`src/rtl/ccpr_cfg.svh`:
```
// Purpose: constants for the core clock ratio control block
// Assumes: aclk is the reference clock input, 25 MHz
// Notes:   offsets are byte addresses on the AXI4-Lite slave
`ifndef CCPR_CFG_SVH
`define CCPR_CFG_SVH
`define CCPR_OFS_POWER_MGMT_CONTROL_REGISTER      4'h0
`define CCPR_OFS_STATUS     4'h4
`define CCPR_MULT_LSB       0
`define CCPR_MULT_MSB       6
`define CCPR_DSEL_LSB       7
`define CCPR_DSEL_MSB       8
`define CCPR_HALVE_BIT      9
`define CCPR_SDR_LSB        10
`define CCPR_SDR_MSB        12
`define CCPR_DSEL_RST       2'h0
`define CCPR_SDR_RST        3'h2
`define CCPR_ACLK_PERIOD_NS 40
`define CCPR_REL_INPUT_CYC  4096
`define CCPR_REL_CORE_CYC   2
`define CCPR_RESP_OKAY      2'h0
`define CCPR_RESP_SLVERR    2'h2
`endif

```
`src/rtl/ccpr_pkg.sv`:
```
// Purpose: types for the core clock ratio control block
// Assumes: nothing
// Notes:   field widths match the cfg header positions
package ccpr_pkg;
    typedef struct packed {
        logic [2:0] sdram_clock_ratio;
        logic       input_halving_enable;
        logic [1:0] core_post_divider;
        logic [6:0] loop_multiplier;
    } ccpr_pm_t;

    typedef struct packed {
        ccpr_pm_t    pm;
        logic [12:0] rel_cnt;
        logic [1:0]  core_cnt;
        logic        core_reset;
        logic        peripheral_clock;
        logic        periph_tick;
        logic        aw_got;
        logic        w_got;
        logic [3:0]  waddr;
        logic [31:0] wdata;
        logic        bvalid;
        logic [1:0]  bresp;
        logic        rvalid;
        logic [1:0]  rresp;
        logic [31:0] rdata;
    } ccpr_state_t;

    typedef struct packed {
        logic [2:0] cnt;
        logic       tick;
    } ccpr_div_state_t;
endpackage

```
`src/rtl/ccpr_div.sv`:
```
// Purpose: divides core clock ticks by the sdram clock ratio
// Assumes: core_tick is a one-cycle enable per core clock period
// Notes:   a ratio of zero is treated as one
`timescale 1ns/10ps
module ccpr_div
    import ccpr_pkg::*;
(
    input  wire logic       aclk,
    input  wire logic       hold,
    input  wire logic       core_tick,
    input  wire logic [2:0] ratio,
    output logic            sdram_tick
);
    ccpr_div_state_t s;
    ccpr_div_state_t next_s;

    always_comb begin
        next_s = s;
        next_s.tick = 1'b0;
        if (hold) begin
            next_s.cnt = 3'h0;
        end else if (core_tick) begin
            // one sdram period per ratio core periods
            if (s.cnt == 3'h0) begin
                next_s.tick = 1'b1;
                next_s.cnt = (ratio == 3'h0) ? 3'h0 : ratio - 3'h1;
            end else begin
                next_s.cnt = s.cnt - 3'h1;
            end
        end
    end

    always_ff @(posedge aclk) begin
        s <= next_s;
    end

    assign sdram_tick = s.tick;
endmodule

```
`src/rtl/ccpr_top.sv`:
```
// Purpose: core clock ratio control and core reset release sequencing
// Assumes: aclk is the reference clock; core_tick marks each core clock period
// Notes:   the analog loop itself is outside; this block sets and reports its ratios
// Function
// - while reset pin is low, ratio comes from strap pins the board drives
// - loop oscillator factor is two times the multiplier times the loop input
// - multiplier from control register, strap-derived during reset
// - core clock is oscillator divided by 2, 4, 8 or 16; default 2 in reset
// - input halving enable halves the reference into the loop
// - peripheral clock runs at half the core clock rate
// - sdram clock period is core period times sdram clock ratio
// - core reset released 4096 input periods plus two core periods after pin release
// - a missed setup window may add one input cycle to the release delay
`timescale 1ns/10ps
`include "ccpr_cfg.svh"
module ccpr_top
    import ccpr_pkg::*;
#(
    parameter int          REL_INPUT_CYC = `CCPR_REL_INPUT_CYC,
    parameter logic [6:0]  STRAP_MULT0   = 7'h08,
    parameter logic [6:0]  STRAP_MULT1   = 7'h10,
    parameter logic [6:0]  STRAP_MULT2   = 7'h20,
    parameter logic [6:0]  STRAP_MULT3   = 7'h10
)(
    input  wire logic        aclk,
    input  wire logic        aresetn,
    input  wire logic        reset_pin_n,
    input  wire logic [1:0]  ratio_strap_pins,
    input  wire logic        core_tick,
    input  wire logic        s_axi_awvalid,
    output logic             s_axi_awready,
    input  wire logic [3:0]  s_axi_awaddr,
    input  wire logic        s_axi_wvalid,
    output logic             s_axi_wready,
    input  wire logic [31:0] s_axi_wdata,
    input  wire logic [3:0]  s_axi_wstrb,
    output logic             s_axi_bvalid,
    input  wire logic        s_axi_bready,
    output logic [1:0]       s_axi_bresp,
    input  wire logic        s_axi_arvalid,
    output logic             s_axi_arready,
    input  wire logic [3:0]  s_axi_araddr,
    output logic             s_axi_rvalid,
    input  wire logic        s_axi_rready,
    output logic [31:0]      s_axi_rdata,
    output logic [1:0]       s_axi_rresp,
    output logic [7:0]       vco_factor,
    output logic             input_halving_enable,
    output logic [4:0]       core_post_divider,
    output logic             core_reset_n,
    output logic             peripheral_clock,
    output logic             periph_tick,
    output logic             sdram_tick
);
    localparam logic [12:0] REL_LAST = 13'(REL_INPUT_CYC - 1);

    ccpr_state_t s;
    ccpr_state_t next_s;
    ccpr_pm_t    wpm;
    logic [6:0]  strap_mult;
    logic [31:0] pm_word;
    logic [31:0] status_word;
    logic        aw_ok;
    logic        w_ok;
    logic [31:0] rd_word;
    logic        rd_err;
    logic        wr_pm;

    // hardware derivation of the multiplier from the strap pins
    always_comb begin
        unique case (ratio_strap_pins)
            2'h0: strap_mult = STRAP_MULT0;
            2'h1: strap_mult = STRAP_MULT1;
            2'h2: strap_mult = STRAP_MULT2;
            2'h3: strap_mult = STRAP_MULT3;
        endcase
    end

    assign pm_word     = {19'h0, s.pm};
    assign aw_ok       = s_axi_awvalid && !s.aw_got && !s.bvalid;
    assign w_ok        = s_axi_wvalid && !s.w_got && !s.bvalid;
    assign wr_pm       = (s.waddr[3:2] == 2'(`CCPR_OFS_POWER_MGMT_CONTROL_REGISTER >> 2));

    // status: core reset flag, strap-derived multiplier, strap pins
    always_comb begin
        status_word = 32'h0;
        status_word[0] = s.core_reset;
        status_word[7:1] = strap_mult;
        status_word[9:8] = ratio_strap_pins;
    end

    // read mux, unmapped offsets answer with an error
    always_comb begin
        rd_word = 32'h0;
        rd_err = 1'b0;
        case (s_axi_araddr[3:2])
            2'(`CCPR_OFS_POWER_MGMT_CONTROL_REGISTER >> 2): begin
                rd_word = pm_word;
            end
            2'(`CCPR_OFS_STATUS >> 2): begin
                rd_word = status_word;
            end
            default: begin
                rd_err = 1'b1;
            end
        endcase
    end

    always_comb begin
        next_s = s;
        wpm = ccpr_pm_t'(s.wdata[12:0]);
        next_s.periph_tick = 1'b0;
        // write channel: address and data in either order
        if (aw_ok) begin
            next_s.aw_got = 1'b1;
            next_s.waddr = s_axi_awaddr;
        end
        if (w_ok) begin
            next_s.w_got = 1'b1;
            next_s.wdata = s_axi_wdata;
            if (!s_axi_wstrb[0]) begin
                next_s.wdata[7:0] = pm_word[7:0];
            end
            if (!s_axi_wstrb[1]) begin
                next_s.wdata[15:8] = pm_word[15:8];
            end
        end
        if (s.aw_got && s.w_got && !s.bvalid) begin
            next_s.bvalid = 1'b1;
            next_s.aw_got = 1'b0;
            next_s.w_got = 1'b0;
            if (wr_pm) begin
                next_s.bresp = `CCPR_RESP_OKAY;
                if (reset_pin_n) begin
                    next_s.pm = wpm;
                end
            end else begin
                next_s.bresp = `CCPR_RESP_SLVERR;
            end
        end
        if (s.bvalid && s_axi_bready) begin
            next_s.bvalid = 1'b0;
        end
        // read channel
        if (s_axi_arvalid && !s.rvalid) begin
            next_s.rvalid = 1'b1;
            next_s.rdata = rd_word;
            next_s.rresp = rd_err ? `CCPR_RESP_SLVERR : `CCPR_RESP_OKAY;
        end else if (s.rvalid && s_axi_rready) begin
            next_s.rvalid = 1'b0;
        end
        if (!reset_pin_n) begin
            // strap ratio taken while the pin is low
            next_s.pm.loop_multiplier = strap_mult;
            next_s.pm.core_post_divider = `CCPR_DSEL_RST;
            next_s.pm.input_halving_enable = 1'b0;
            next_s.pm.sdram_clock_ratio = `CCPR_SDR_RST;
            next_s.rel_cnt = 13'h0;
            next_s.core_cnt = 2'h0;
            next_s.core_reset = 1'b1;
        end else if (s.core_reset) begin
            // input periods first, then core periods
            // pin sampled on aclk, a late release adds one input cycle
            if (s.rel_cnt != REL_LAST + 13'h1) begin
                next_s.rel_cnt = s.rel_cnt + 13'h1;
            end else if (core_tick) begin
                next_s.core_cnt = s.core_cnt + 2'h1;
                if (s.core_cnt == 2'(`CCPR_REL_CORE_CYC - 1)) begin
                    next_s.core_reset = 1'b0;
                end
            end
        end
        // half-rate peripheral clock, fixed phase in core reset
        if (s.core_reset) begin
            next_s.peripheral_clock = 1'b0;
        end else if (core_tick) begin
            next_s.peripheral_clock = !s.peripheral_clock;
            next_s.periph_tick = !s.peripheral_clock;
        end
    end

    always_ff @(posedge aclk) begin
        if (!aresetn) begin
            s <= '0;
            s.core_reset <= 1'b1;
            s.pm.core_post_divider <= `CCPR_DSEL_RST;
            s.pm.sdram_clock_ratio <= `CCPR_SDR_RST;
            s.pm.loop_multiplier <= STRAP_MULT0;
        end else begin
            s <= next_s;
        end
    end

    ccpr_div u_sdram_div (
        .aclk       (aclk),
        .hold       (s.core_reset),
        .core_tick  (core_tick),
        .ratio      (s.pm.sdram_clock_ratio),
        .sdram_tick (sdram_tick)
    );

    // oscillator factor relative to the loop input
    assign vco_factor = {s.pm.loop_multiplier, 1'b0};
    // loop input is the reference or half of it
    assign input_halving_enable = s.pm.input_halving_enable;
    // post divider 2 << select gives 2, 4, 8, 16
    assign core_post_divider = 5'h02 << s.pm.core_post_divider;
    assign core_reset_n = !s.core_reset;
    assign peripheral_clock = s.peripheral_clock;
    assign periph_tick = s.periph_tick;
    assign s_axi_awready = !s.aw_got && !s.bvalid;
    assign s_axi_wready = !s.w_got && !s.bvalid;
    assign s_axi_bvalid = s.bvalid;
    assign s_axi_bresp = s.bresp;
    assign s_axi_arready = !s.rvalid;
    assign s_axi_rvalid = s.rvalid;
    assign s_axi_rdata = s.rdata;
    assign s_axi_rresp = s.rresp;
endmodule

```
`config.mk`:
```
export PLATFORM = sky130hd
export DESIGN_NAME = ccpr_top
export DESIGN_NICKNAME = d
export VERILOG_FILES = /design/src/rtl/ccpr_pkg.sv /design/src/rtl/ccpr_div.sv /design/src/rtl/ccpr_top.sv
export VERILOG_INCLUDE_DIRS = /design/src /design/src/rtl
export SDC_FILE = /design/constraint.sdc
export NUM_CORES = 1
export LEC_CHECK = 0
export BUFFER_PORTS_ARGS = -buffer_cell sky130_fd_sc_hd__buf_4
export CORE_ASPECT_RATIO = 0.75
export CORE_MARGIN = 8
export CORE_UTILIZATION = 52
export CTS_BUF_LIST = sky130_fd_sc_hd__clkbuf_2 sky130_fd_sc_hd__clkbuf_4 sky130_fd_sc_hd__clkbuf_8
export DETAILED_ROUTE_END_ITERATION = 8
export PLACE_DENSITY = 0.81
export SYNTH_ARGS = -nofsm -noshare
export SYNTH_HDL_FRONTEND = slang
export SYNTH_SLANG_ARGS = --single-unit
```
`constraint.sdc`:
```
create_clock -name aclk -period 2.05 [get_ports aclk]
set_clock_uncertainty 0.05 [all_clocks]
set_input_delay 0.1025 -clock aclk [delete_from_list [all_inputs] [get_ports aclk]]
set_output_delay 0.1025 -clock aclk [all_outputs]
set_load 0.01 [all_outputs]
```
==> results.md <==
- The run finished with clean final reports.
- The final period utilization is 83.2%.
- Of the total power, the clock network draws 40.3%.
- In the final layout, the multi-input gates occupy 1580 um^2.
- Entering global routing, the biggest net connects 28 pins.
- In this run the cell area of the synthesized design comes to 3370 um^2.
- The repair_antennas step left the layout with diodes totalling 0.
- The mean cell area of the mapped netlist is 8.64 um^2.
- In the final layout, flip-flops and latches occupy 1380 um^2.
- After synthesis, flip-flops and latches occupy 41.0% of the total area.
- The final number of hold-violating endpoints is 0.
- The initial core utilization is 53.6%.
- The final-report setup violation count is 0.
- Measured against its own limit, the worst slew margin works out to 47.1%.
- The count of input and output buffers is 65.
- The via count of the first global-routing pass came to 2,712.
- For this design the total switching power over the nets is 0.708 mW.
- The floorplan has 25 rows.
- Traced cell by cell, the critical path runs through inv_1 -> ha_1 -> nor4b_1 -> and3_1 -> nand3_1 -> a21o_1.
- After detailed placement, the total cell area comes to 3650 um^2.
- The horizontal extent of the die is 109 um.
- Setup repair after global routing left no endpoint under its margin.
- Across the VDD grid, the largest voltage drop is 0.642 mV.
- The detailed-router iteration count before antenna repair is 4.
- The total of cells resized after clock tree synthesis is 0.
- For the pin with the worst max-slew slack, the measured transition is 0.792 ns.
- After synthesis, the share of flip-flops with an asynchronous set or reset is 0%.
- The count of cells along the worst register-to-register path is 6.
- The leakage power total is 1.78 nW.
- Counting the buffers created by CTS gives 9.
- Tracing the worst setup path back leads to its startpoint at s[81]$_SDFFE_PN0P_.
- The count of cell types in the netlist is 44.
- The number of synthesis warnings is 0.
- The overall power after layout is 2.91 mW.
- The path category of the worst min-delay check is primary input to flip-flop.
- The most used flip-flop cell after synthesis is sky130_fd_sc_hd__dfxtp_1.
- The clock net in this run drives a total of 69 sinks.
- The number of flops mapped to enable cells by yosys is 0.
- Hold repair after CTS inserted 7 buffers.
- The region available for standard cell placement spans 6290 um^2.
- The internal portion of the total power is 2.21 mW.
- Detailed placement ended at an HPWL of 5620 um.
- For this block, the initial DRC count from the detailed router was 152.
- In the final layout, the share of cells above drive strength 1 is 22.5%.
- The worst setup path is of the flip-flop to flip-flop kind.
- The startpoint of the worst-slack reg-to-reg timing path is s[81]$_SDFFE_PN0P_.
- The slowest stage of the critical path is the sky130_fd_sc_hd__dfxtp_1 cell.
- The startpoint identified for the worst hold timing path is s_axi_awvalid.
- The sequential power share is 48.9%.
- From synthesis to final layout, the design area changed by 16.8%.
- The final route contains 2,781 vias.
- The buffer type at the clock tree root is sky130_fd_sc_hd__clkbuf_8.
- The overall global routing resource usage is 17.2%.
- The boundary pin count is 114.
- After synthesis the netlist holds a flip-flop and latch count of 69.
- The post-CTS setup buffer count is 0.
- The clock passes through at most 2 buffers.
- The critical path endpoint category is a flip-flop.
- Wires add up to 7880 um.
- The die area is 9340 um^2.
- The leading cell type in the layout, fill and taps excluded is sky130_fd_sc_hd__buf_4.
- OpenSTA, run right after detailed placement, puts the worst setup slack at 0.391 ns.
- The final worst hold slack is 0.0212 ns.
- The highest fanout seen on the critical path is 6.
- The routed design could run at a clock period as short as 1.71 ns.
- The switching part of the total power is 24.3%.
- The residual antenna-violating net count after detailed routing is 0.
- The per-cell routed wire length is 15.1 um.
- For the worst-skew pair, the clock arrives at the later sink with an insertion delay of 0.34 ns.
- The fraction of power consumed by combinational cells is 10.9%.
- The cell class contributing the biggest share of worst-path delay is simple AND/OR/NAND/NOR gates.
- The routability congestion estimate is 0.816.
- Fill cells in the final layout number 542.
- The worst endpoint required time is 2.23 ns.
- After layout, the worst setup slack is 0.344 ns.
- The number of max-cap violations is 0.
- The clock slew seen by the registers of the worst setup and hold paths is 0.07 ns.
- The number of buffers and inverters on the critical path is 1.
- The initial antenna violation count is 0.
- The H-tree was split into 3 levels.
- The final-report max-slew violation count was 0.
- STA classifies the critical path startpoint as a flip-flop.
- The post-detailed-route via-to-cell ratio is 5.34.
- After the last flow step, the layout net total stands at 497.
- The logic depth of the worst path, buffers included is 6.
- The hold path depth is 3.
- STA puts the critical path data arrival time at 1.89 ns.
- The fmax is 586 MHz.
- TritonCTS built the clock tree.
- After routing, the total negative slack on setup checks comes to 0 ns.
- Summed over all layers, the global routing overflow is 0.
- In the layout the commonest cells are sky130_fd_sc_hd__buf_4, sky130_fd_sc_hd__dfxtp_1, sky130_fd_sc_hd__nand2_1, sky130_fd_sc_hd__nor2_1.
- The first global-routing pass estimated 12,900 um of wire.
- The vertical die dimension is 85.7 um.
- The delay of the slowest critical-path stage is 0.37 ns.
- Synthesis produced a netlist whose cell count is 390.
- The power density over the cells is 740 nW/um^2.
- The number of design rule violations left after detail routing is 0.
- After routing the design area is 3940 um^2.
[cell usage after synthesis (all sizes together) (10+ instances only)]
cell type | count | area [um^2]
nand2 | 48 | 180
buf | 54 | 390
a22oi | 13 | 97.6
inv | 16 | 60.1
clkbuf | 12 | 45.0
nor2 | 33 | 124
mux2i | 13 | 130
dfxtp | 69 | 1380
nand3 | 10 | 50.1
o211a | 13 | 130
a21oi | 23 | 115
[state kept, by name, indices dropped and copies added, names as in the netlist, 3 cells and up]
register / count
vco_factor: 7
pm_word: 5
s: 33
u_sdram_div.s: 3
s_axi_rdata: 13
[worst min-delay path, delay by kind of cell]
kind	cells	cell delay [ns]
buf+inv	1	0.12
compound gates	1	0.06
simple gates	1	0.09
[kinds of logic after synthesis]
group / Yosys count / synth area share [%]
compound gates: 71 / 14.7
xor+xnor: 7 / 1.82
fa+ha+maj: 7 / 2.60
buf+inv: 82 / 14.7
flops: 69 / 41.0
mux: 18 / 5.53
other cells: 1 / 0.111
simple gates: 135 / 19.6
[final timing paths]
check	slack (ns)	to
worst max-delay path	0.34	s[78]$_SDFF_PN1_
worst min-delay path	0.02	s[72]$_SDFFE_PN0P_
worst max register to register	0.34	s[78]$_SDFF_PN1_
worst min register to register	0.40	pm_word[7]$_SDFFE_PN0P_
[layer usage]
metal	vias up	track usage, %	part of all wire [%]
li1	1359	-	-
met1	1328	20.3	44
met2	82	28.6	47
met3	12	4.12	6.3
met4	0	7.68	1.9
met5	-	0	0
[power groups by stage]
stage | Sequential, mW | Clock [mW] | Combinational (mW)
final | 1.42 | 1.17 | 0.317
after global placement | 1.45 | 0 | 0.295
after floorplan | 1.44 | 0 | 0.237
after global routing | 1.43 | 1.24 | 0.348
after detailed placement | 1.45 | 0 | 0.301
after CTS | 1.42 | 1.19 | 0.315
[through the flow]
step,utilization [%],std cells
after global placement,58.1,498
after floorplan,-,412
final,62.6,521
after CTS,62.6,521
after detailed placement,58.1,498
after global routing,62.6,521
[layout make-up]
| cell class | count | area share [%] |
|---|---|---|
| Clock buffer | 13 | 4.39 |
| Clock inverter | 3 | 1.08 |
| Inverter | 16 | 1.53 |
| Multi-Input combinational cell | 261 | 40.0 |
| Sequential cell | 69 | 35.1 |
| Tap cell | 81 | 2.57 |
| Timing Repair Buffer | 78 | 15.3 |
Power figures use the tool's default switching activity.
